**config.mk**
```make
export PLATFORM = sky130hd
export DESIGN_NAME = compare_channel
export DESIGN_NICKNAME = d
export VERILOG_FILES = /design/src/logic/compare_pkg.sv /design/src/logic/compare_channel.sv /design/src/logic/compare_match.sv
export VERILOG_INCLUDE_DIRS = /design/src /design/src/logic
export SDC_FILE = /design/constraint.sdc
export NUM_CORES = 1
export LEC_CHECK = 0
export ABC_CLOCK_PERIOD_IN_PS = 4400
export BUFFER_PORTS_ARGS = -buffer_cell sky130_fd_sc_hd__buf_4
export CAP_MARGIN = 20
export CORE_MARGIN = 2
export CORE_UTILIZATION = 30
export CTS_CLUSTER_DIAMETER = 80
export DETAILED_ROUTE_END_ITERATION = 6
export GPL_ROUTABILITY_DRIVEN = 1
export GPL_TIMING_DRIVEN = 0
export SLEW_MARGIN = 15
export SYNTH_ARGS = -nofsm -noshare
export SYNTH_HDL_FRONTEND = slang
export SYNTH_SLANG_ARGS = --single-unit
```
**constraint.sdc**
```tcl
create_clock -name pclk -period 4.4 [get_ports pclk]
set_input_delay 0.88 -clock pclk [delete_from_list [all_inputs] [get_ports pclk]]
set_output_delay 0.88 -clock pclk [all_outputs]
set_load 0.01 [all_outputs]
```
**src/logic/compare_params.svh**
```systemverilog
/*
  Offsets, field positions, mode codes and reset values of the output
  compare channel. Included by the package and by the design modules.
*/
`ifndef COMPARE_PARAMS_SVH
`define COMPARE_PARAMS_SVH

`define TMR_W           16
`define ADDR_CTRL       8'h00
`define ADDR_PRIMARY    8'h04
`define ADDR_SECONDARY  8'h08
`define ADDR_IRQ_STATUS 8'h0c
`define ADDR_IRQ_MASK   8'h10

`define BIT_IDLE_HALT   13
`define BIT_FAULT       4
`define BIT_TSEL        3
`define IRQ_CMP         0
`define IRQ_FLT         1

`define MODE_OFF        3'b000
`define MODE_LOW_HIGH   3'b001
`define MODE_HIGH_LOW   3'b010
`define MODE_TOGGLE     3'b011
`define MODE_SINGLE     3'b100
`define MODE_CONT       3'b101
`define MODE_PWM        3'b110
`define MODE_PWMF       3'b111

`define CTRL_RESET      16'h0000
`define IRQ_RESET       2'h0

`endif

```
**src/logic/compare_pkg.sv**
```systemverilog
/*
  Types of the output compare channel: pulse phase and state records.
  Assumes compare_params.svh is reachable on the include path.
*/
`include "compare_params.svh"

package compare_pkg;

  typedef enum logic [1:0] {PH_ARM, PH_HIGH, PH_DONE} pulse_phase_t;

  typedef struct packed {
    logic [2:0]        mode;
    logic              tsel;
    logic              idle_halt;
    logic              fault;
    logic [`TMR_W-1:0] primary;
    logic [`TMR_W-1:0] secondary;
    logic [`TMR_W-1:0] duty;
    logic              pin;
    pulse_phase_t      phase;
    logic [1:0]        irq_status;
    logic [1:0]        irq_mask;
    logic [31:0]       prdata;
  } chan_state_t;

  typedef struct packed {
    logic [`TMR_W-1:0] prev;
    logic              match_a;
    logic              match_b;
    logic              wrap;
  } match_state_t;

endpackage

```
**src/logic/compare_channel.sv**
```systemverilog
/*
  One output compare channel: APB register file, mode engine driving the
  compare output pin, fault handling and a masked interrupt.
  Assumes timers, idle request and fault pin are synchronous to pclk.
*/
// The register addresses and register access over APB are this design's own decisions.
`timescale 1ns/10ps
`include "compare_params.svh"

module compare_channel (
  // APB slave
  input  wire logic              pclk,
  input  wire logic              presetn,
  input  wire logic              psel,
  input  wire logic              penable,
  input  wire logic              pwrite,
  input  wire logic [7:0]        paddr,
  input  wire logic [31:0]       pwdata,
  output logic      [31:0]       prdata,
  output logic                   pready,
  output logic                   pslverr,
  // Time bases and processor idle
  input  wire logic [`TMR_W-1:0] first_timebase,
  input  wire logic [`TMR_W-1:0] second_timebase,
  input  wire logic              cpu_idle,
  // Pins and interrupt
  input  wire logic              fault_input_pin_n,
  output logic                   compare_output_pin,
  output logic                   pin_owned,
  output logic                   irq
);
  import compare_pkg::*;

  chan_state_t       s_r;
  chan_state_t       s_nxt;
  logic              halt;
  logic              match_a;
  logic              match_b;
  logic              wrap;
  logic              ev_a;
  logic              ev_b;
  logic              ev_w;
  logic              addr_ok;
  logic              wr;
  logic              wr_ctrl;
  logic              cmp_evt;
  logic              flt_evt;
  logic              rise;
  logic              fall;
  logic [31:0]       rd_val;
  logic [`TMR_W-1:0] cmp_a;

  function automatic logic is_pwm(input logic [2:0] m);
    return m[2] & m[1];
  endfunction

  function automatic logic init_level(input logic [2:0] m,
                                      input logic       cur,
                                      input logic       nz);
    case (m)
      `MODE_HIGH_LOW: init_level = 1'b1;
      `MODE_TOGGLE:   init_level = cur;
      `MODE_PWM,
      `MODE_PWMF:     init_level = nz;
      default:        init_level = 1'b0;
    endcase
  endfunction

  assign halt    = s_r.idle_halt & cpu_idle;
  assign cmp_a   = is_pwm(s_r.mode) ? s_r.duty : s_r.primary;
  assign ev_a    = match_a & ~halt;
  assign ev_b    = match_b & ~halt;
  assign ev_w    = wrap & ~halt;
  assign addr_ok = (paddr == `ADDR_CTRL) | (paddr == `ADDR_PRIMARY) |
                   (paddr == `ADDR_SECONDARY) |
                   (paddr == `ADDR_IRQ_STATUS) | (paddr == `ADDR_IRQ_MASK);
  assign wr      = psel & penable & pwrite & addr_ok;
  assign wr_ctrl = wr & (paddr == `ADDR_CTRL);

  compare_match u_match (
    .pclk            (pclk),
    .presetn         (presetn),
    .first_timebase  (first_timebase),
    .second_timebase (second_timebase),
    .timebase_select (s_r.tsel),
    .halt            (halt),
    .cmp_a           (cmp_a),
    .cmp_b           (s_r.secondary),
    .match_a         (match_a),
    .match_b         (match_b),
    .wrap            (wrap)
  );

  always_comb begin
    s_nxt = s_r;
    rd_val = 32'h0;
    case (paddr)
      `ADDR_CTRL: begin
        // Gaps in the control word stay zero
        rd_val[`BIT_IDLE_HALT] = s_r.idle_halt;
        rd_val[`BIT_FAULT]     = s_r.fault;
        rd_val[`BIT_TSEL]      = s_r.tsel;
        rd_val[2:0]            = s_r.mode;
      end
      `ADDR_PRIMARY:    rd_val[`TMR_W-1:0] = s_r.primary;
      `ADDR_SECONDARY:  rd_val[`TMR_W-1:0] = s_r.secondary;
      `ADDR_IRQ_STATUS: rd_val[1:0] = s_r.irq_status;
      `ADDR_IRQ_MASK:   rd_val[1:0] = s_r.irq_mask;
      default:          rd_val = 32'h0;
    endcase
    // Read data captured in setup so it leaves a flip-flop
    if (psel & ~penable & ~pwrite) begin
      s_nxt.prdata = rd_val;
    end

    // Mode engine
    case (s_r.mode)
      `MODE_OFF: s_nxt.pin = 1'b0;
      `MODE_LOW_HIGH: begin
        if (ev_a) begin
          s_nxt.pin = 1'b1;
        end
      end
      `MODE_HIGH_LOW: begin
        if (ev_a) begin
          s_nxt.pin = 1'b0;
        end
      end
      `MODE_TOGGLE: begin
        if (ev_a) begin
          s_nxt.pin = ~s_r.pin;
        end
      end
      `MODE_SINGLE,
      `MODE_CONT: begin
        case (s_r.phase)
          PH_ARM: begin
            if (ev_a) begin
              s_nxt.pin   = 1'b1;
              s_nxt.phase = PH_HIGH;
            end
          end
          PH_HIGH: begin
            if (ev_b) begin
              s_nxt.pin   = 1'b0;
              // One-shot parks, continuous rearms
              s_nxt.phase = s_r.mode[0] ? PH_ARM : PH_DONE;
            end
          end
          default: s_nxt.phase = PH_DONE;
        endcase
      end
      default: begin
        // New duty taken at period start, avoiding mid-period glitches
        if (ev_w) begin
          s_nxt.duty = s_r.secondary;
          s_nxt.pin  = s_r.secondary != '0;
        end else if (ev_a) begin
          s_nxt.pin = 1'b0;
        end
      end
    endcase

    // Fault tracking; fault input has no effect in plain PWM
    if (s_r.mode == `MODE_PWMF) begin
      if (!fault_input_pin_n) begin
        s_nxt.fault = 1'b1;
      end else if (ev_w) begin
        s_nxt.fault = 1'b0;
      end
      if (s_nxt.fault) begin
        s_nxt.pin = 1'b0;
      end
    end else begin
      s_nxt.fault = 1'b0;
    end

    rise    = s_nxt.pin & ~s_r.pin;
    fall    = ~s_nxt.pin & s_r.pin;
    cmp_evt = (rise & ((s_r.mode == `MODE_LOW_HIGH) |
                       (s_r.mode == `MODE_TOGGLE))) |
              (fall & (s_r.mode != `MODE_OFF) & ~is_pwm(s_r.mode) &
                      (s_r.mode != `MODE_LOW_HIGH));
    flt_evt = s_nxt.fault & ~s_r.fault;

    // Hardware set wins over a same-cycle clear
    s_nxt.irq_status = s_r.irq_status & ~((wr &
                       (paddr == `ADDR_IRQ_STATUS)) ? pwdata[1:0] : 2'h0);
    s_nxt.irq_status[`IRQ_CMP] = s_nxt.irq_status[`IRQ_CMP] | cmp_evt;
    s_nxt.irq_status[`IRQ_FLT] = s_nxt.irq_status[`IRQ_FLT] | flt_evt;

    // Register writes; fault bit is not taken from pwdata, cleared by a mode change or by a wrap with the fault input high
    if (wr_ctrl) begin
      s_nxt.idle_halt = pwdata[`BIT_IDLE_HALT];
      s_nxt.tsel      = pwdata[`BIT_TSEL];
      s_nxt.mode      = pwdata[2:0];
      if (pwdata[2:0] != s_r.mode) begin
        // Timer should be stopped by software around this
        s_nxt.pin   = init_level(pwdata[2:0], s_r.pin,
                                 s_r.primary != '0);
        s_nxt.phase = PH_ARM;
        s_nxt.duty  = s_r.primary;
        s_nxt.fault = 1'b0;
      end
    end
    if (wr & (paddr == `ADDR_PRIMARY)) begin
      s_nxt.primary = pwdata[`TMR_W-1:0];
    end
    if (wr & (paddr == `ADDR_SECONDARY)) begin
      s_nxt.secondary = pwdata[`TMR_W-1:0];
    end
    if (wr & (paddr == `ADDR_IRQ_MASK)) begin
      s_nxt.irq_mask = pwdata[1:0];
    end
  end

  always_ff @(posedge pclk or negedge presetn) begin
    if (!presetn) begin
      s_r <= '0;
    end else begin
      s_r <= s_nxt;
    end
  end

  assign prdata             = s_r.prdata;
  assign pready             = 1'b1;
  assign pslverr            = psel & penable & ~addr_ok;
  assign compare_output_pin = s_r.pin;
  assign pin_owned          = s_r.mode != `MODE_OFF;
  assign irq                = |(s_r.irq_status & s_r.irq_mask);

  property p_ctrl_gaps;
    @(posedge pclk) disable iff (!presetn)
    (psel && !penable && !pwrite && paddr == `ADDR_CTRL) |=>
      (prdata[31:14] == 18'h0) && (prdata[12:5] == 8'h0);
  endproperty
  a_ctrl_gaps: assert property (p_ctrl_gaps)
    else $error("unimplemented control bits read nonzero");

  property p_halt_freeze;
    @(posedge pclk) disable iff (!presetn)
    (halt && !wr_ctrl) |=> $stable(compare_output_pin);
  endproperty
  a_halt_freeze: assert property (p_halt_freeze)
    else $error("output moved while halted in idle");

  property p_fault_cause;
    @(posedge pclk) disable iff (!presetn)
    $rose(s_r.fault) |->
      $past(s_r.mode == `MODE_PWMF && !fault_input_pin_n);
  endproperty
  a_fault_cause: assert property (p_fault_cause)
    else $error("fault flag set without fault input");

  property p_fault_mode;
    @(posedge pclk) disable iff (!presetn)
    (s_r.mode != `MODE_PWMF) |-> !s_r.fault;
  endproperty
  a_fault_mode: assert property (p_fault_mode)
    else $error("fault flag set outside fault PWM mode");

  property p_fault_off;
    @(posedge pclk) disable iff (!presetn)
    s_r.fault |-> !compare_output_pin;
  endproperty
  a_fault_off: assert property (p_fault_off)
    else $error("output driven during fault");

  property p_set_high;
    @(posedge pclk) disable iff (!presetn)
    (s_r.mode == `MODE_LOW_HIGH && ev_a && !wr_ctrl) |=>
      compare_output_pin;
  endproperty
  a_set_high: assert property (p_set_high)
    else $error("match did not drive output high");

  property p_set_low;
    @(posedge pclk) disable iff (!presetn)
    (s_r.mode == `MODE_HIGH_LOW && ev_a && !wr_ctrl) |=>
      !compare_output_pin;
  endproperty
  a_set_low: assert property (p_set_low)
    else $error("match did not drive output low");

  property p_toggle;
    @(posedge pclk) disable iff (!presetn)
    (s_r.mode == `MODE_TOGGLE && ev_a && !wr_ctrl) |=>
      (compare_output_pin != $past(compare_output_pin));
  endproperty
  a_toggle: assert property (p_toggle)
    else $error("match did not toggle output");

  property p_disabled;
    @(posedge pclk) disable iff (!presetn)
    (s_r.mode == `MODE_OFF && !wr_ctrl) |=>
      !compare_output_pin && !$rose(s_r.irq_status[`IRQ_CMP]) ##1 1'b1;
  endproperty
  a_disabled: assert property (p_disabled)
    else $error("disabled channel showed activity");

  property p_pwm_no_irq;
    @(posedge pclk) disable iff (!presetn)
    (s_r.mode == `MODE_PWM) |=> !$rose(s_r.irq_status[`IRQ_CMP]);
  endproperty
  a_pwm_no_irq: assert property (p_pwm_no_irq)
    else $error("compare interrupt raised in plain PWM");

  property p_single_done;
    @(posedge pclk) disable iff (!presetn)
    (s_r.mode == `MODE_SINGLE && s_r.phase == PH_DONE && !wr_ctrl) |=>
      !compare_output_pin;
  endproperty
  a_single_done: assert property (p_single_done)
    else $error("single pulse mode produced a second pulse");

endmodule

```
**src/logic/compare_match.sv**
```systemverilog
/*
  Time base selection and compare match detection for one channel.
  Assumes both timer values are synchronous to pclk.
*/
`timescale 1ns/10ps
`include "compare_params.svh"

module compare_match (
  // Clock and reset
  input  wire logic              pclk,
  input  wire logic              presetn,
  // Time bases
  input  wire logic [`TMR_W-1:0] first_timebase,
  input  wire logic [`TMR_W-1:0] second_timebase,
  input  wire logic              timebase_select,
  input  wire logic              halt,
  // Compare values
  input  wire logic [`TMR_W-1:0] cmp_a,
  input  wire logic [`TMR_W-1:0] cmp_b,
  // Events
  output logic                   match_a,
  output logic                   match_b,
  output logic                   wrap
);
  import compare_pkg::*;

  match_state_t      s_r;
  match_state_t      s_nxt;
  logic [`TMR_W-1:0] tval;

  always_comb begin
    tval = timebase_select ? second_timebase : first_timebase;
    s_nxt = s_r;
    // Only a fresh timer value matches, so a held count fires once
    s_nxt.match_a = ~halt & (tval != s_r.prev) & (tval == cmp_a);
    s_nxt.match_b = ~halt & (tval != s_r.prev) & (tval == cmp_b);
    s_nxt.wrap    = ~halt & (tval < s_r.prev);
    if (!halt) begin
      s_nxt.prev = tval;
    end
  end

  always_ff @(posedge pclk or negedge presetn) begin
    if (!presetn) begin
      s_r <= '0;
    end else begin
      s_r <= s_nxt;
    end
  end

  assign match_a = s_r.match_a;
  assign match_b = s_r.match_b;
  assign wrap    = s_r.wrap;

endmodule

```
Word level (Yosys, flattened, before mapping)
Index checks and enable logic that the tools add are counted.
- flip-flop bits (word level): 96
- input bits: 79
- bits in latches: 0
- output and inout port bits: 37
- ROM bits: 0
- memories kept: 0
- logic and storage cells: 126
- RAM bits: 0
- muxes and demuxes: 32
- $add $sub $neg: 0
- divide/modulo/power cells: 0
- reduce and logical (&&, ||, !) cells: 10
- bitwise gates (word level): 46
- multipliers: 0
- order comparisons: 1
- equality and inequality tests: 21
- shifts and indexed selects: 0
- operators by type and width (operator ; number):
    2-to-1 mux 16 bit ; 4
    2-to-1 mux 19 bit ; 2
    equality test 16 bit ; 2
    nonzero test 16 bit ; 2
    bitwise AND 1 bit ; 27
    equality test 8 x 4 -> 1 bit (second input constant) ; 2
    less-than comparator 16 bit ; 1
    inequality test 16 bit ; 1
    case mux 8 bit (2 select lines) ; 1
    equality test 3 bit (second input constant) ; 5
    equality test 3 x 2 -> 1 bit (second input constant) ; 4
    2-to-1 mux 1 bit ; 12
    case mux 2 bit (5 select lines) ; 1
    case mux 3 bit (3 select lines) ; 1
    equality test 8 x 3 -> 1 bit (second input constant) ; 1
    equality test 8 x 5 -> 1 bit (second input constant) ; 1
    zero test 8 bit ; 1
    NOT 1 bit ; 8
    OR 1 bit ; 8
    case mux 2 bit (2 select lines) ; 2
    2-to-1 mux 2 bit ; 3
    2-to-1 mux 3 bit ; 2
    case mux 1 bit (3 select lines) ; 2
    OR reduction 2 bit ; 3
    other kinds (13) ; 14

Depth between registers and ports, before layout
Gate-level depths: netlist of the first run.
- depth after elaboration: 15
- depth in mapped cells: 11

Modules after synthesis
From an unflattened synthesis of the first run, not the netlist that was laid out.
- cell total of the unflattened synthesis: 570
- area total of the unflattened synthesis: 5938.2 sq um
- by module, submodules not included (module ; instances ; seq. area each (sq um) ; cells an instance ; area an instance (sq um)):
    compare_channel ; 1 ; 1926.8 ; 383 ; 4182.8
    compare_match ; 1 ; 475.5 ; 187 ; 1755.4

Worst setup path before layout of the first run
No wires, ideal clock.
- path kind: input-to-output
- start point: in paddr[0]
- end point: out pslverr
- setup slack: 1662 ps
- data arrival time: 1858 ps
- stages on the path: 3
- required time: 3520 ps
- cells stage by stage: or4_4 nor3_1 nor3_1
- cells in the longest elaborated chain, start to end: 7
- ends and longest elaborated chain (item ; line ; text):
    start, declared ; compare_channel.sv:17 ; input wire logic [7:0] paddr,
    equality test 8 x 3 -> 1 bit or zero test 8 bit (tied branches) ; - ;
    OR 1 bit (3 in a row) ; compare_channel.sv:74 ; assign addr_ok = (paddr == `ADDR_CTRL) | (paddr == `ADDR_PRIMARY) |
    OR 1 bit (*) ; compare_channel.sv:74 ;
    NOT 1 bit (*) ; compare_channel.sv:227 ; assign pslverr = psel & penable & ~addr_ok;
    bitwise AND 1 bit (*) ; compare_channel.sv:227 ;
    end, declared ; compare_channel.sv:21 ; output logic pslverr,
Mark *: on every way between the ends. The rest lies on a longest branch, timed or not.

==> out/qor.txt, run 1 <==
Die width: 141 µm
Initial antenna violation count: 0
Slew headroom: 40.9%
Synthesis-to-finish area growth: 21.9%
Ports: 116
CTS tree: yes
RSZ-0062 raised after global routing: false
FP Rows: 50
Final net count: 773
Simple-gate share of the synthesized area: 12.3%
Grt total ovfl: 0
Flop pwr share: 47.8%
Period utilization: 71.7%
CP max-delay cell: mux2i_1
First-pass GRT wire length: 23,800 µm
WP data arrival: 3390 ps
Post-synth EDFFs: 0
Die area: 20,000 µm²
Finish-stage setup viols: 0
Largest net degree at the start of global routing: 97
Cells after Synth: 568
Worst-path cell chain: buf_2 > buf_2 > mux2i_1 > inv_1 > ha_1 > nand4_1 > nor3_1 > o2111ai_1 > a21oi_1 > nor3_1
Adder-Cell Fraction of Synth Area: 3.98%
Synth Area in Compound Gates: 10.4%
R2R depth: 10
Vias: 4,392
Routed WL: 14,900 µm
Core area: 18,600 µm²
# Post-CTS Setup Buffers: 0
Fraction of layout cells with a size suffix above 1: 27.3%
Die Height: 141 µm
Sw Share: 26.3%
Psw: 0.513 mW
Async SR Flop Fraction: 100%
Clk_skew: 8.81 ps
Max VDD drop: 0.199 mV
GP Congestion: 0.843
Clk_lat worst skew: 350 ps
Max-slew violation count: 0
Via density: 4.80
Hold-fix buffers, CTS: 0
CP Class: flip-flop to flip-flop
Post-synthesis mux area share: 16.8%
Area of the mapped netlist: 5660 µm²
PortBufs: 82
CTS sink count: 96
HPWL Detailed: 11,400 µm
Top Family by Delay on Critical Path: buffers and inverters
H-tree depth: 3
WL per Instance: 16.2 µm
Stages on the worst setup path: 10
Max Clock Freq: 317 MHz
Total GRT Usage: 15.4%
Sequential fraction of the synthesis area: 42.5%
DP Worst Slack: 1160 ps
Setup crit end kind: flip-flop
Final Hold Viols: 0
Num CTS Buffers: 9
P_int: 1.44 mW
Pre-antenna DRT Iters: 4
Post-Place Cells: 899
Largest family of logic cells by synthesized area: multiplexers
YS warnings: 0
Worst-path clk slew: 70 ps
WHS: 486 ps
Top FF cell, synth: dfrtp_1
Startpoint class of the critical path: flip-flop
Post-cts sizing count: 0
CTS max path bufs: 2
Total power: 1.95 mW
Vias in the first global route: 4,256
LEAKAGE: 3.46 nW
Synth cell types: 48
Combinational share of power: 14.1%
Initial detailed-routing violation count: 290
Avg Inst Size Synth: 9.96 µm²
Hold Crit Class: flip-flop to flip-flop
Cell Pwr Density: 283 nW/µm²
Clock root buffer: clkbuf_16
Final Non-Filler Cells: 915
Starting Density: 30.4%
Xor/xnor share of the synthesized area: 5.42%
Final Critical Period: 3160 ps
Worst path buffer plus inverter count: 3
Post-synthesis register bit count: 96
Max incr delay on CP: 550 ps
Setup TNS: 0 ps
Status: finished, final reports clean
Actual slew at the worst max-slew pin: 887 ps
Clock network fraction of design power: 38.0%
Number of antenna-violating nets in the routed design: 0
Critical-path maximum fanout: 10
Setup WS post-layout: 1240 ps
Hold depth: 2
DRC Markers: 0
Required time of the critical path: 4640 ps
Diodes inserted: 0
Maxcap violations: 0
[synth_stat cells (2+ instances only)]
library cell	n	area, µm²
mux2_2	38	428
and2_1	2	12.5
a21o_1	2	15.0
or3_1	3	18.8
o21ai_0	27	135
nand3_1	4	20.0
nor3_1	8	40.0
dfrtp_1	96	2400
nor2b_1	4	25.0
clkbuf_1	9	33.8
a21oi_1	29	145
a211oi_1	2	15.0
nand2_1	41	154
nor4_1	13	81.3
xnor2_1	34	298
inv_1	36	135
a222oi_1	2	20.0
nand4_1	10	62.6
buf_1	3	11.3
buf_4	35	263
ha_1	18	225
a31oi_1	2	12.5
or4_1	2	15.0
nor2_1	49	184
buf_2	7	35.0
mux2i_1	52	521
conb_1	2	7.51
a221oi_1	10	87.6
o31ai_1	5	37.5
nand2_2	3	18.8
a22o_1	3	26.3
[final cells by class]
type,instances,area [µm²]
Fill cell,1906,11700
Multi-Input combinational cell,396,2830
Sequential cell,96,2400
Timing Repair Buffer,82,619
Buffer,55,348
Tap cell,234,293
Clock buffer,10,229
Inverter,36,135
Clock inverter,6,42.5
[state kept, by name, indices dropped and copies added (netlist names)]
signal,count
s_r,60
prdata,16
u_match.s_r,16
compare_output_pin,1
u_match.match_a,1
u_match.match_b,1
u_match.wrap,1
[worst paths after layout]
| kind | endpoint | start | slack [ps] |
|---|---|---|---|
| setup / recovery | u_match.wrap | s_r[89] | 1240 |
| hold / removal | prdata[4] | prdata[4] | 490 |
| setup reg to reg | u_match.wrap | s_r[89] | 1240 |
| hold reg to reg | prdata[4] | prdata[4] | 490 |
| max in group asynchronous | s_r[37] | presetn | 3180 |
| min in group asynchronous | s_r[80] | presetn | 630 |
[worst register-to-register path: stages, from the launching register on]
cell and delay (ps):
dfrtp_1 310, buf_2 310, buf_2 410, mux2i_1 550
inv_1 170, ha_1 340, nand4_1 100, nor3_1 460
o2111ai_1 190, a21oi_1 140, nor3_1 60
[cells by family (layout without fill, tap and decap cells)]
logic type	after synthesis	after routing
compound gates	92	92
xor+xnor	35	35
fa+ha+maj	18	18
buf+inv	91	189
flops	96	96
mux	90	90
other cells	2	17
simple gates	144	144
[per-layer routing]
metal | wire length [µm] | vias up | GRT usage [%] | share of wire, %
met3 | 595 | 15 | 2.63 | 4.0
li1 | - | 2161 | - | -
met5 | 0 | - | 0 | 0
met4 | 189 | 0 | 3.63 | 1.3
met2 | 7040 | 94 | 24.7 | 47
met1 | 7040 | 2122 | 21.7 | 47
[metrics by stage]
| step | area, µm² | utilization, % |
|---|---|---|
| global route | 6900 | 37.1 |
| finish | 6900 | 37.1 |
| global placement | 6620 | 35.6 |
| CTS | 6900 | 37.1 |
| floorplan | 5710 | - |
| detailed placement | 6630 | 35.7 |
[placed cells by master, fill, tap and decap left out, types with 4 or more instances in the layout]
master | synthesis | routed
a221oi_1 | 10 | 10
nor2b_1 | 4 | 4
nor2_1 | 49 | 49
buf_4 | 35 | 116
nand4_1 | 10 | 10
clkbuf_1 | 9 | 10
nand3_1 | 4 | 4
o21ai_0 | 27 | 27
mux2_2 | 38 | 38
buf_2 | 7 | 7
inv_1 | 36 | 36
nor3_1 | 8 | 8
nor4_1 | 13 | 13
xnor2_1 | 34 | 34
dfrtp_1 | 96 | 96
ha_1 | 18 | 18
nand2_1 | 41 | 41
clkbuf_16 | 0 | 9
o31ai_1 | 5 | 5
mux2i_1 | 52 | 52
conb_1 | 2 | 17
a21oi_1 | 29 | 29
[power by group through the flow]
| stage | clock, mW | combinational (mW) | sequential (mW) |
|---|---|---|---|
| global placement | 0 | 0.275 | 0.950 |
| CTS | 0.761 | 0.279 | 0.933 |
| finish | 0.742 | 0.275 | 0.933 |
| floorplan | 0 | 0.156 | 0.943 |
| global route | 0.800 | 0.306 | 0.937 |
| detailed placement | 0 | 0.278 | 0.950 |
Note: power is estimated with default switching activity, not from simulation.
==> run 2, diff against run 1 <==
--- a/config.mk
+++ b/config.mk
@@ -6,7 +6,7 @@
 export SDC_FILE = /design/constraint.sdc
 export NUM_CORES = 1
 export LEC_CHECK = 0
-export ABC_CLOCK_PERIOD_IN_PS = 4400
+export ABC_CLOCK_PERIOD_IN_PS = 2600
 export BUFFER_PORTS_ARGS = -buffer_cell sky130_fd_sc_hd__buf_4
 export CAP_MARGIN = 20
 export CORE_MARGIN = 2
==> constraint.sdc (replaced) <==
create_clock -name pclk -period 2.6 [get_ports pclk]
set_input_delay 0.52 -clock pclk [delete_from_list [all_inputs] [get_ports pclk]]
set_output_delay 0.52 -clock pclk [all_outputs]
set_load 0.01 [all_outputs]
==> run 2 against run 1 <==
Effect of this change: sequential power up 69%; register-to-register slack got worse by 1100 ps; clock-buffer cell count unchanged; critical endpoint unchanged; largest power group unchanged; critical path type unchanged.
==> out/qor.txt, run 2 (synthesized netlist as in run 1, its figures left out) <==
Diodes inserted: 0 (unchanged)
WP data arrival: 2700 ps (was 3390 ps)
Setup crit end kind: flip-flop (unchanged)
Routed WL: 14,800 µm (was 14,900 µm)
Worst-path clk slew: 70 ps (about the same)
Total GRT Usage: 15.4% (about the same)
Max reg flops: 60 (unchanged)
Final Critical Period: 2440 ps (was 3160 ps)
Cell Pwr Density: 474 nW/µm² (was 283 nW/µm²)
Fillers: 1,896 (was 1,906)
H-tree depth: 3 (unchanged)
Psw: 0.877 mW (was 0.513 mW)
Number of antenna-violating nets in the routed design: 0 (unchanged)
LEAKAGE: 3.48 nW (was 3.46 nW)
P_int: 2.44 mW (was 1.44 mW)
Vias: 4,422 (was 4,392)
Die Height: 141 µm (unchanged)
Flop pwr share: 47.6% (was 47.8%)
Setup TNS: 0 ps (unchanged)
Max VDD drop: 0.336 mV (was 0.199 mV)
Combinational share of power: 14.4% (was 14.1%)
Die width: 141 µm (unchanged)
Startpoint class of the critical path: flip-flop (unchanged)
Die area: 20,000 µm² (unchanged)
DRC Markers: 0 (unchanged)
Clock network fraction of design power: 37.9% (was 38.0%)
Hold Crit Class: primary input to async pin (was flip-flop to flip-flop)
CTS max path bufs: 2 (unchanged)
Most flops, register: s_r (unchanged)
Fraction of layout cells with a size suffix above 1: 28.7% (was 27.3%)
Core area: 18,600 µm² (unchanged)
PortBufs: 82 (unchanged)
Initial detailed-routing violation count: 273 (was 290)
Area of the multi-input gates: 2890 µm² (was 2830 µm²)
Clock root buffer: clkbuf_16 (unchanged)
Clk_skew: 9.20 ps (was 8.81 ps)
GP Congestion: 0.843 (unchanged)
HPWL Detailed: 11,400 µm (unchanged)
Max incr delay on CP: 350 ps (was 550 ps)
Final Hold Viols: 0 (unchanged)
Clk_lat worst skew: 360 ps (was 350 ps)
WL per Instance: 16.2 µm (about the same)
DP Worst Slack: -434 ps (was 1160 ps)
CP max-delay cell: dfrtp_1 (was mux2i_1)
Ports: 116 (unchanged)
Sw Share: 26.4% (was 26.3%)
Status: finished, final reports clean (unchanged)
Setup WS post-layout: 160 ps (was 1240 ps)
Synthesis-to-finish area growth: 23.6% (was 21.9%)
FP Rows: 50 (unchanged)
Initial antenna violation count: 0 (unchanged)
Vias in the first global route: 4,282 (was 4,256)
Grt total ovfl: 0 (unchanged)
Worst-path cell chain: buf_6 > buf_12 > mux2i_4 > inv_1 > ha_1 > a21oi_1 > o21ai_0 > a21o_1 > a211oi_1 > nor2_1 > nor3_1 (was buf_2 > buf_2 > mux2i_1 > inv_1 > ha_1 > nand4_1 > nor3_1 > o2111ai_1 > a21oi_1 > nor3_1)
CP Class: flip-flop to flip-flop (unchanged)
Required time of the critical path: 2870 ps (was 4640 ps)
Hold-fix buffers, CTS: 0 (unchanged)
Final net count: 774 (was 773)
First-pass GRT wire length: 23,900 µm (was 23,800 µm)
Period utilization: 93.8% (was 71.7%)
Starting Density: 30.4% (unchanged)
Slew headroom: 40.0% (was 40.9%)
Max Clock Freq: 410 MHz (was 317 MHz)
Maxcap violations: 0 (unchanged)
Most frequent cells in the layout: buf_4 (117), dfrtp_1 (96), nor2_1 (49), mux2i_1 (46), nand2_1 (41) (was buf_4 (116), dfrtp_1 (96), mux2i_1 (52), nor2_1 (49), nand2_1 (41))
CTS tree: yes (unchanged)
Finish-stage setup viols: 0 (unchanged)
Actual slew at the worst max-slew pin: 900 ps (was 887 ps)
Via density: 4.83 (was 4.80)
Max-slew violation count: 0 (unchanged)
Critical-path maximum fanout: 10 (unchanged)
Most common cell after layout, fill and taps aside: buf_4 (unchanged)
Largest net degree at the start of global routing: 97 (unchanged)
Num CTS Buffers: 9 (unchanged)
Pre-antenna DRT Iters: 4 (unchanged)
RSZ-0062 raised after global routing: false (unchanged)
CTS sink count: 96 (unchanged)
Seq. cell area: 2400 µm² (unchanged)
-- run 2: cell types whose count changed in the layout (fill, tap and decap cells not counted), sizes merged --
| cell | before | now |
|---|---|---|
| buf | 127 | 128 |
-- run 2: per-stage QoR --
step                      instance area, µm²  total power, mW  std cells  utilization (%)  hold slack [ps]
after CTS                               6940             3.35        915             37.3              310
after global placement                  6620             2.07        899             35.6              466
after detailed placement                6630             2.08        899             35.7              468
after floorplan                         5710             1.86        583                -              224
final                                   6990             3.32        916             37.6              266
after global routing                    6990             3.47        916             37.6              348
-- run 2: power groups by stage --
stage          Clock [mW]  Sequential [mW]  Combinational, mW
6_report             1.26             1.58              0.479
3_5_place_dp            0             1.61              0.470
4_1_cts              1.29             1.58              0.478
5_1_grt              1.35             1.59              0.532
3_3_place_gp            0             1.61              0.465
2_1_floorplan           0             1.60              0.263
-- run 2: area by class of cell --
type,instances,share of cell area [%]
buffer,55,5.32
sequential,96,34.4
clock inverter,6,0.609
clock buffer,10,3.28
inverter,36,1.93
multi-input combinational,396,41.3
timing repair buffer,83,8.97
tap,234,4.19
-- run 2: critical path: cells and delay by family, from the launching register on --
kind | cells | cell delay [ps]
muxes | 1 | 280
buffers and inverters | 3 | 460
AOI/OAI and AO/OA | 4 | 620
adders and majority gates | 1 | 320
DFF | 1 | 350
and+or+nand+nor | 2 | 310
-- run 2: path summary, 6_finish.rpt --
kind | from | end | slack, ps | cells past startpoint
min | presetn | s_r[80] | 270 | 1
max | s_r[89] | u_match.wrap | 160 | 11
min reg2reg | prdata[4] | prdata[4] | 490 | 2
max in group asynchronous | presetn | compare_output_pin | 1730 | 1
min in group pclk | pwdata[9] | s_r[64] | 400 | 2
max reg2reg | s_r[89] | u_match.wrap | 160 | 11
-- run 2: timing repair --
item | in CTS | in global routing
setup buffers | 0 | 1
gates resized for setup | 11 | 9
endpoints found under the setup margin | 5 | 5
-- run 2: per-layer routing --
layer | track usage [%] | vias up | part of all wire (%)
li1 | - | 2167 | -
met2 | 24.8 | 92 | 48
met4 | 3.63 | 0 | 1.3
met3 | 2.63 | 15 | 4.0
met1 | 21.8 | 2148 | 47
met5 | 0 | - | 0
